===== src/common/msrc_regs.svh =====
// Constants for the mode strap and reset control block.
// Assumes a single 40 MHz SYS_CLK domain; straps are asynchronous board levels.
// Overview of operation
// (RULE_01) Reset input low holds device in reset; high lets it run normally.
// (RULE_02) Outside party holds reset low at least six 20.48 MHz periods.
// (RULE_03) Soft reset register bit 3 resets the device like the pin.
// (RULE_04) Hardware reset returns all serial port registers to defaults.
// (RULE_05) In reset, master host mode stops bit clock and receive frame sync.
// (RULE_06) In reset, line driver terminates low impedance; wake tone detect is blocked.
// (RULE_07) Role select pin high means network termination, low means line termination.
// (RULE_08) Mode byte 8 bit 0 also sets the termination role.
// (RULE_09) Strap pair decodes bus mode, host parallel, or host serial port.
// (RULE_10) Host mode: parallel select high enables 8-bit port, low serial port.
// (RULE_11) Board ties parallel select low whenever host select is low.
// (RULE_12) Host mode: TDM bus carries only 2B+D, control through register port.
// (RULE_13) Host mode offers short, long, bus 2B+D and timeslot formats.
// (RULE_14) Bus mode disables serial port, reuses its pins, all over TDM bus.
// (RULE_15) Line termination: frequency reference pin is an 8 kHz input.
// (RULE_16) Network termination host mode: reference pin drives clock if enabled.
// (RULE_17) Synchronise reset and straps; hold reset until minimum low time counted.
`ifndef MSRC_REGS_SVH
`define MSRC_REGS_SVH
// Minimum reset low time: six oscillator periods, counted in SYS_CLK cycles
`define MSRC_RST_MIN_OSC      6
`define MSRC_OSC_KHZ          20480
`define MSRC_SYS_KHZ          40000
// Rounded up, so a count that is one short can never release the device early
`define MSRC_RST_MIN_CYC      ((`MSRC_RST_MIN_OSC * `MSRC_SYS_KHZ + `MSRC_OSC_KHZ - 1) / `MSRC_OSC_KHZ)
`define MSRC_SOFT_RST_BIT     3
`define MSRC_ROLE_BIT         0
`define MSRC_FMT_SHORT        2'h0
`define MSRC_FMT_LONG         2'h1
`define MSRC_FMT_BUS2BD       2'h2
`define MSRC_FMT_TSA          2'h3
`define MSRC_CNT_W            4
`endif


===== src/common/msrc_pkg.sv =====
// Types for the mode strap and reset control block.
// Assumes msrc_regs.svh supplies the numeric constants.
package msrc_pkg;
    typedef enum logic [1:0] {
        MSRC_BUS_MODE   = 2'h0,
        MSRC_HOST_SER   = 2'h1,
        MSRC_HOST_PAR   = 2'h2
    } msrc_mode_type;
    typedef enum logic [1:0] {
        MSRC_ST_RESET   = 2'h0,
        MSRC_ST_COUNT   = 2'h1,
        MSRC_ST_RUN     = 2'h2
    } msrc_state_type;
endpackage


===== src/rtl/msrc_sync.sv =====
// Two-flop synchroniser for one asynchronous level.
// Assumes the input may change at any time relative to clk.
`timescale 1ns/1ps
module msrc_sync (
    input  wire logic clk,
    input  wire logic srst,
    input  wire logic rst_val,
    input  wire logic d,
    output logic      q
);
    logic meta_r;
    logic meta_nxt;
    logic q_r;
    logic q_nxt;

    always_comb begin
        meta_nxt = d;
        q_nxt    = meta_r;
    end

    always_ff @(posedge clk) begin
        if (srst) begin
            meta_r <= rst_val;
            q_r    <= rst_val;
        end else begin
            meta_r <= meta_nxt;
            q_r    <= q_nxt;
        end
    end

    assign q = q_r;
endmodule


===== src/rtl/msrc_top.sv =====
// Mode strap decode and reset control for the U-interface transceiver.
// Assumes straps and reset pin are asynchronous; soft controls come from
// register logic on SYS_CLK.
`timescale 1ns/1ps
`include "msrc_regs.svh"
module msrc_top (
    input  wire logic       SYS_CLK,
    input  wire logic       SRST,
    input  wire logic       RESET_PIN_N,
    input  wire logic       ROLE_SELECT_PIN,
    input  wire logic       HOST_SELECT_PIN,
    input  wire logic       PAR_SELECT_PIN,
    input  wire logic [7:0] SOFT_RESET_REG,
    input  wire logic [7:0] MODE_BYTE8_REG,
    input  wire logic       ROLE_SW_OVERRIDE,
    input  wire logic       TIMING_MASTER,
    input  wire logic [1:0] TDM_FORMAT_SEL,
    input  wire logic       FREQUENCY_REFERENCE_PIN_OUT_EN_REG,
    input  wire logic       LINE_CLK,
    input  wire logic       TDM_BIT_CLOCK_IN,
    input  wire logic       RECEIVE_FRAME_SYNC_IN,
    input  wire logic       FREQUENCY_REFERENCE_PIN_PIN_IN,
    output logic            DEVICE_RESET,
    output logic            REG_DEFAULT_LOAD,
    output logic            NETWORK_TERMINATION_MODE,
    output logic [1:0]      OPERATING_MODE,
    output logic            PARALLEL_PORT_EN,
    output logic            SERIAL_PORT_EN,
    output logic            CONTROL_BUS_MODE,
    output logic            TDM_CONTROL_EN,
    output logic [1:0]      TDM_FORMAT,
    output logic            TDM_BIT_CLOCK_OUT,
    output logic            RECEIVE_FRAME_SYNC_OUT,
    output logic            LINE_DRIVER_TERMINATE,
    output logic            WAKE_TONE_DETECT_EN,
    output logic            FREQUENCY_REFERENCE_PIN_PIN_OUT,
    output logic            FREQUENCY_REFERENCE_PIN_PIN_OE,
    output logic            FREQUENCY_REFERENCE_PIN_8K_IN
);
    //--------------------------------------------------------------------
    // Input synchronisers
    //--------------------------------------------------------------------
    logic rst_n_s;
    logic role_s;
    logic host_s;
    logic par_s;
    logic fref_s;

    msrc_sync u_sync_rst  (.clk(SYS_CLK), .srst(SRST), .rst_val(1'b0), .d(RESET_PIN_N),     .q(rst_n_s)); // RULE_17
    msrc_sync u_sync_role (.clk(SYS_CLK), .srst(SRST), .rst_val(1'b0), .d(ROLE_SELECT_PIN), .q(role_s));  // RULE_17
    msrc_sync u_sync_host (.clk(SYS_CLK), .srst(SRST), .rst_val(1'b0), .d(HOST_SELECT_PIN), .q(host_s));  // RULE_17
    msrc_sync u_sync_par  (.clk(SYS_CLK), .srst(SRST), .rst_val(1'b0), .d(PAR_SELECT_PIN),  .q(par_s));   // RULE_17
    msrc_sync u_sync_fref (.clk(SYS_CLK), .srst(SRST), .rst_val(1'b0), .d(FREQUENCY_REFERENCE_PIN_PIN_IN),  .q(fref_s));

    //--------------------------------------------------------------------
    // Reset sequencer
    //--------------------------------------------------------------------
    localparam int                     RST_MIN_I = `MSRC_RST_MIN_CYC;
    localparam logic [`MSRC_CNT_W-1:0] RST_MIN   = RST_MIN_I[`MSRC_CNT_W-1:0];

    msrc_pkg::msrc_state_type  state_r;
    msrc_pkg::msrc_state_type  state_nxt;
    logic [`MSRC_CNT_W-1:0]    cnt_r;
    logic [`MSRC_CNT_W-1:0]    cnt_nxt;
    logic                      rst_req;

    // Soft reset acts exactly like the pin
    assign rst_req = ~rst_n_s | SOFT_RESET_REG[`MSRC_SOFT_RST_BIT]; // RULE_01 RULE_03

    always_comb begin
        state_nxt = state_r;
        cnt_nxt   = cnt_r;
        case (state_r)
            msrc_pkg::MSRC_ST_RESET: begin
                cnt_nxt = '0;
                if (rst_req) begin
                    state_nxt = msrc_pkg::MSRC_ST_COUNT;
                end
            end
            msrc_pkg::MSRC_ST_COUNT: begin
                // Even a short glitch counts as a reset; the device stays held for the full minimum regardless
                if (cnt_r < RST_MIN) begin
                    cnt_nxt = cnt_r + 1'b1;
                end
                if (!rst_req && cnt_r >= RST_MIN) begin // RULE_17
                    state_nxt = msrc_pkg::MSRC_ST_RUN;
                end
            end
            msrc_pkg::MSRC_ST_RUN: begin
                cnt_nxt = '0;
                if (rst_req) begin
                    state_nxt = msrc_pkg::MSRC_ST_COUNT;
                end
            end
            default: begin
                state_nxt = msrc_pkg::MSRC_ST_RESET;
            end
        endcase
    end

    always_ff @(posedge SYS_CLK) begin
        if (SRST) begin
            state_r <= msrc_pkg::MSRC_ST_RESET;
            cnt_r   <= '0;
        end else begin
            state_r <= state_nxt;
            cnt_r   <= cnt_nxt;
        end
    end

    //--------------------------------------------------------------------
    // Mode decode and output registers
    //--------------------------------------------------------------------
    logic       in_reset;
    logic       role_nt;
    logic [1:0] mode_sel;
    logic [15:0] out_nxt;
    logic [15:0] out_r;

    assign in_reset = (state_r != msrc_pkg::MSRC_ST_RUN);

    // Software may pick the role instead of the strap
    assign role_nt = ROLE_SW_OVERRIDE ? MODE_BYTE8_REG[`MSRC_ROLE_BIT] : role_s; // RULE_07 RULE_08

    always_comb begin
        // Board is expected to tie parallel select low in bus mode; it is ignored there
        if (!host_s) begin // RULE_09 RULE_11
            mode_sel = msrc_pkg::MSRC_BUS_MODE;
        end else if (par_s) begin // RULE_10
            mode_sel = msrc_pkg::MSRC_HOST_PAR;
        end else begin
            mode_sel = msrc_pkg::MSRC_HOST_SER;
        end
    end

    logic host_m;
    assign host_m = (mode_sel != msrc_pkg::MSRC_BUS_MODE);

    always_comb begin
        out_nxt     = '0;
        out_nxt[0]  = in_reset;                                              // RULE_01
        out_nxt[1]  = in_reset;                                              // RULE_04
        out_nxt[2]  = role_nt;
        out_nxt[4:3] = mode_sel;                                             // RULE_09
        out_nxt[5]  = (mode_sel == msrc_pkg::MSRC_HOST_PAR);                 // RULE_10
        out_nxt[6]  = (mode_sel == msrc_pkg::MSRC_HOST_SER);                 // RULE_10 RULE_14
        out_nxt[7]  = ~host_m;                                               // RULE_14
        out_nxt[8]  = ~host_m;                                               // RULE_12
        out_nxt[10:9] = host_m ? TDM_FORMAT_SEL : `MSRC_FMT_BUS2BD;          // RULE_13
        out_nxt[11] = host_m & TIMING_MASTER & ~in_reset & TDM_BIT_CLOCK_IN; // RULE_05
        out_nxt[12] = host_m & TIMING_MASTER & ~in_reset & RECEIVE_FRAME_SYNC_IN; // RULE_05
        out_nxt[13] = in_reset;                                              // RULE_06
        out_nxt[14] = ~in_reset;                                             // RULE_06
        out_nxt[15] = role_nt & host_m & FREQUENCY_REFERENCE_PIN_OUT_EN_REG;                 // RULE_15 RULE_16
    end

    logic fout_r;
    logic fout_nxt;
    logic fin_r;
    logic fin_nxt;

    always_comb begin
        fout_nxt = out_nxt[15] & LINE_CLK;       // RULE_16
        fin_nxt  = ~role_nt & fref_s;            // RULE_15
    end

    always_ff @(posedge SYS_CLK) begin
        if (SRST) begin
            out_r  <= 16'h2003;
            fout_r <= 1'b0;
            fin_r  <= 1'b0;
        end else begin
            out_r  <= out_nxt;
            fout_r <= fout_nxt;
            fin_r  <= fin_nxt;
        end
    end

    assign DEVICE_RESET             = out_r[0];
    assign REG_DEFAULT_LOAD         = out_r[1];
    assign NETWORK_TERMINATION_MODE = out_r[2];
    assign OPERATING_MODE           = out_r[4:3];
    assign PARALLEL_PORT_EN         = out_r[5];
    assign SERIAL_PORT_EN           = out_r[6];
    assign CONTROL_BUS_MODE         = out_r[7];
    assign TDM_CONTROL_EN           = out_r[8];
    assign TDM_FORMAT               = out_r[10:9];
    assign TDM_BIT_CLOCK_OUT        = out_r[11];
    assign RECEIVE_FRAME_SYNC_OUT   = out_r[12];
    assign LINE_DRIVER_TERMINATE    = out_r[13];
    assign WAKE_TONE_DETECT_EN      = out_r[14];
    assign FREQUENCY_REFERENCE_PIN_PIN_OE           = out_r[15];
    assign FREQUENCY_REFERENCE_PIN_PIN_OUT          = fout_r;
    assign FREQUENCY_REFERENCE_PIN_8K_IN            = fin_r;

    //--------------------------------------------------------------------
    // Assertions
    //--------------------------------------------------------------------
    // Length of the current hold, so the minimum can be checked independently of cnt_r
    logic [`MSRC_CNT_W-1:0] held_r;
    logic [`MSRC_CNT_W-1:0] held_nxt;

    always_comb begin
        held_nxt = held_r;
        if (!in_reset) begin
            held_nxt = '0;
        end else if (held_r != '1) begin
            held_nxt = held_r + 1'b1;
        end
    end

    always_ff @(posedge SYS_CLK) begin
        if (SRST) begin
            held_r <= '0;
        end else begin
            held_r <= held_nxt;
        end
    end

    chk_pin_reset_holds: assert property (@(posedge SYS_CLK) disable iff (SRST)
        !rst_n_s |-> ##[1:2] DEVICE_RESET) else $error("reset pin low did not reset"); // RULE_01
    chk_soft_reset_acts: assert property (@(posedge SYS_CLK) disable iff (SRST)
        SOFT_RESET_REG[`MSRC_SOFT_RST_BIT] |-> ##[1:2] DEVICE_RESET) else $error("soft reset ignored"); // RULE_03
    chk_defaults_load: assert property (@(posedge SYS_CLK) disable iff (SRST)
        DEVICE_RESET |-> REG_DEFAULT_LOAD) else $error("defaults not loaded in reset"); // RULE_04
    chk_clocks_halted: assert property (@(posedge SYS_CLK) disable iff (SRST)
        DEVICE_RESET |-> !TDM_BIT_CLOCK_OUT && !RECEIVE_FRAME_SYNC_OUT) else $error("clock ran in reset"); // RULE_05
    chk_line_terminate: assert property (@(posedge SYS_CLK) disable iff (SRST)
        DEVICE_RESET |-> LINE_DRIVER_TERMINATE && !WAKE_TONE_DETECT_EN) else $error("line not terminated"); // RULE_06
    chk_role_strap: assert property (@(posedge SYS_CLK) disable iff (SRST)
        !ROLE_SW_OVERRIDE && $stable(role_s) |=> NETWORK_TERMINATION_MODE == $past(role_s))
        else $error("role strap wrong"); // RULE_07
    chk_role_soft: assert property (@(posedge SYS_CLK) disable iff (SRST)
        ROLE_SW_OVERRIDE |=> NETWORK_TERMINATION_MODE == $past(MODE_BYTE8_REG[0])) else $error("soft role wrong"); // RULE_08
    chk_mode_decode: assert property (@(posedge SYS_CLK) disable iff (SRST)
        host_s && par_s |=> PARALLEL_PORT_EN && !SERIAL_PORT_EN) else $error("parallel decode wrong"); // RULE_09
    chk_bus_mode: assert property (@(posedge SYS_CLK) disable iff (SRST)
        !host_s |=> CONTROL_BUS_MODE && !SERIAL_PORT_EN && TDM_FORMAT == `MSRC_FMT_BUS2BD)
        else $error("bus mode decode wrong"); // RULE_14
    chk_fref_dir: assert property (@(posedge SYS_CLK) disable iff (SRST)
        !role_nt |=> !FREQUENCY_REFERENCE_PIN_PIN_OE) else $error("reference driven in line mode"); // RULE_15
    chk_min_low: assert property (@(posedge SYS_CLK) disable iff (SRST)
        $fell(in_reset) |-> $past(held_r) >= RST_MIN) else $error("reset shorter than minimum"); // RULE_17

    cov_reset_release: cover property (@(posedge SYS_CLK) disable iff (SRST) $fell(DEVICE_RESET));
    cov_host_par: cover property (@(posedge SYS_CLK) disable iff (SRST) PARALLEL_PORT_EN);
    cov_bus_mode: cover property (@(posedge SYS_CLK) disable iff (SRST) CONTROL_BUS_MODE);
    cov_fref_out: cover property (@(posedge SYS_CLK) disable iff (SRST) FREQUENCY_REFERENCE_PIN_PIN_OE);
endmodule


===== config.mk =====
export PLATFORM = sky130hd
export DESIGN_NAME = msrc_top
export DESIGN_NICKNAME = d
export VERILOG_FILES = /design/src/common/msrc_pkg.sv /design/src/rtl/msrc_sync.sv /design/src/rtl/msrc_top.sv
export VERILOG_INCLUDE_DIRS = /design/src /design/src/common
export SDC_FILE = /design/constraint.sdc
export NUM_CORES = 1
export LEC_CHECK = 0
export BUFFER_PORTS_ARGS = -buffer_cell sky130_fd_sc_hd__clkbuf_2
export CAP_MARGIN = 30
export CORE_MARGIN = 2
export CORE_UTILIZATION = 43
export DETAILED_ROUTE_END_ITERATION = 12
export PLACE_DENSITY_LB_ADDON = 0.15
export SYNTH_ARGS = -nofsm -noshare
export SYNTH_HDL_FRONTEND = slang
export SYNTH_SLANG_ARGS = --single-unit

===== constraint.sdc =====
create_clock -name SYS_CLK -period 1.23 [get_ports SYS_CLK]
set_input_delay 0.246 -clock SYS_CLK [delete_from_list [all_inputs] [get_ports SYS_CLK]]
set_output_delay 0.246 -clock SYS_CLK [all_outputs]
set_load 0.03 [all_outputs]

==> impl_results.md <==
- Status: finished clean
- Setup violators final: 0
- Post-CTS Setup Inserts: 0
- Post_cts resized: 0
- Post-synthesis cell type count: 28
- Routed via count: 664
- Initial antenna violation count: 0
- Io pins: 49
- Ys Warns: 0
- Vias in the first global route: 584
- Post-synth EDFFs: 0
- Final instance area: 0.00121 mm^2
- Reg2reg end: state_r[0]
- Placement Cell Area: 0.00116 mm^2
- Worst r2r path cells: 3
- Relative slew slack: 0.795
- Post-synthesis sequential element count: 29
- Maximum vdd drop: 0.816 mV
- Total Routed Length: 1420 um
- Post-synthesis to final-layout area growth: 23.3%
- Crit path max-delay family: flip-flops
- Reg clk slew, reported paths: 90 ps
- Post-Syn Instances: 83
- RR Startpoint: cnt_r[3]
- Maximum clock rate: 885 MHz
- Number of routed nets with antenna violations: 0
- Mapped cell area: 981 um^2
- Power density cells: 1340 mW/mm^2
- DIE HEIGHT: 51.8 um
- Total grt overflow: 0
- Reg-to-reg slack, setup: 230 ps
- Gr usage total: 0.138
- Starting density of the core: 0.448
- Pin count of the biggest net entering global routing: 10
- ANT cells: 0
- Async set-or-reset flop fraction in the synthesized netlist: 0
- GPL Wtd Cong: 0.667
- M1 GR Usage: 0.139
- First-pass GRT wire length: 2460 um
- Vias per cell: 4.46
- Grt met3 use: 0.0891
- Post-synthesis sequential area ratio: 0.592
- Rows: 17
- Later-pin clock latency in the skew report: 320 ps
- WP data required: 980 ps
- Biggest regs: out_r: 11 flops, cnt_r: 4 flops, state_r: 2 flops
- Top cells by area, synth: dfxtp_1, nor2b_1, buf_4
- Root buf cell: clkbuf_4
- Hold worst-path end: u_sync_host.meta_r
- Num CTS Buffers: 5
- Mean Syn Cell Area: 11.8 um^2
- Count of pins over their slew limit: 0
- Htree depth: 2
- Final min period: 1130 ps
- Syn Nets: 115
- Die area: 0.00268 mm^2
- CORE AREA: 0.00219 mm^2
- Crit. End Element: primary output
- Max Cap Viol: 0
- Max stage delay on crit path: 350 ps
- Synth top cells by count: dfxtp_1, nor2b_1, buf_4
- GR peak layer: met2
- Critical-path top delay cell: dfxtp_1
- Share of cells above drive strength 1: 0.438
- RSZ-0062 raised after global routing: false
- Design Power: 1.62 mW
- Top_reg_cell synth: dfxtp_1
- Setup Crit Path Kind: reg -> out
- Detail Placement HPWL: 1080 um
- Crit Path Max Fanout: 3
- Global Route met2 Usage: 0.201
- First-pass DRT Iterations: 2
- WHS Path Cells: 2
- Final period util: 0.918
- Drt drc: 0
- Clk_skew: 4.85 ps
- Area leader, netlist: dfxtp_1
- Hold-fix buffer count after cts: 0
- Fin. Hold Viols: 0
- FILL cells: 205
- Crit-path cells: clkbuf_2
- # clock sinks: 29
- Final Core Density: 0.552
- Top cell type's share of synthesized area: 0.592
- Static leakage: 0.573 nW
- Most common cell in the netlist: dfxtp_1
- Clock tree buffer depth: 2
- Startpoint type of the worst setup path: register
- Crit path DAT: 880 ps
- Slew @ Worst Pin: 307 ps
- Max reg flops: 11
- Worst min-delay path startpoint: HOST_SELECT_PIN
- TritonCTS clock tree: done
- Die Width: 51.8 um
- Nets: 152
- Number of buffers added on ports: 34
- Final setup TNS: 0 ps
- Worst hold margin: 117 ps
- WL per Instance: 9.53 um
- First DRT Iteration DRCs: 3
- Worst min path class: in -> reg
- Crit path buffers/inverters: 1
- Register bank with the most flops: out_r
## worst max-delay path by stage
stage / startpoint / slack [ps] / cells past startpoint / endpoint
CTS: out_r[13] / 70 / 1 / LINE_DRIVER_TERMINATE
global route: out_r[13] / 40 / 1 / DEVICE_RESET
finish: out_r[13] / 100 / 1 / LINE_DRIVER_TERMINATE
detailed placement: ROLE_SW_OVERRIDE / 150 / 4 / FREQUENCY_REFERENCE_PIN_PIN_OUT
global placement: ROLE_SW_OVERRIDE / 150 / 4 / FREQUENCY_REFERENCE_PIN_PIN_OUT
floorplan: out_r[13] / 260 / 1 / LINE_DRIVER_TERMINATE
## per-stage QoR
step | setup slack [ps] | cells
final | 101 | 149
after CTS | 71.5 | 149
after global placement | 154 | 141
after global routing | 40.0 | 149
after detailed placement | 150 | 141
after floorplan | 265 | 83
## per-layer routing
metal / vias up / wire length, um
met3: 8 / 160
met2: 31 / 604
met1: 276 / 609
met5: - / 0
met4: 0 / 46
li1: 349 / -
## power breakdown
| group | switching, mW | internal, mW |
|---|---|---|
| sequential | 0.0136 | 0.967 |
| combinational | 0.0590 | 0.0544 |
| clock | 0.309 | 0.217 |
## logic make-up (layout without fill, tap and decap cells)
family	after synthesis	in the layout	share of synthesized area
buffers and inverters	10	48	0.0587
and+or+nand+nor	33	33	0.253
AOI/OAI and AO/OA	9	9	0.0689
muxes	1	1	0.0153
adders and majority gates	1	1	0.0128
DFF	29	29	0.592
## final cells by class
type                       count  area, um^2  share of cell area
inverter                       4        15.0              0.0124
clock buffer                   6        41.3              0.0341
clock inverter                 2        10.0             0.00827
timing repair buffer          36         185               0.153
sequential                    29         581               0.480
tap                           28        35.0              0.0290
multi-input combinational     44         343               0.283
## layout by cell type (no fill, tap or decap), drive strengths merged
cell type  count
a21oi          2
a221oi         1
a31oi          2
and2           5
and2b          3
and3           1
and4           2
and4bb         1
buf            2
clkbuf        40
clkinv         2
dfxtp         29
ha             1
inv            4
mux2           1
nand2          3
nand3b         1
nor2           2
nor2b         12
nor3           1
nor3b          2
o2111ai        2
o21ai          1
o31ai          1
Power figures use the tool's default switching activity.
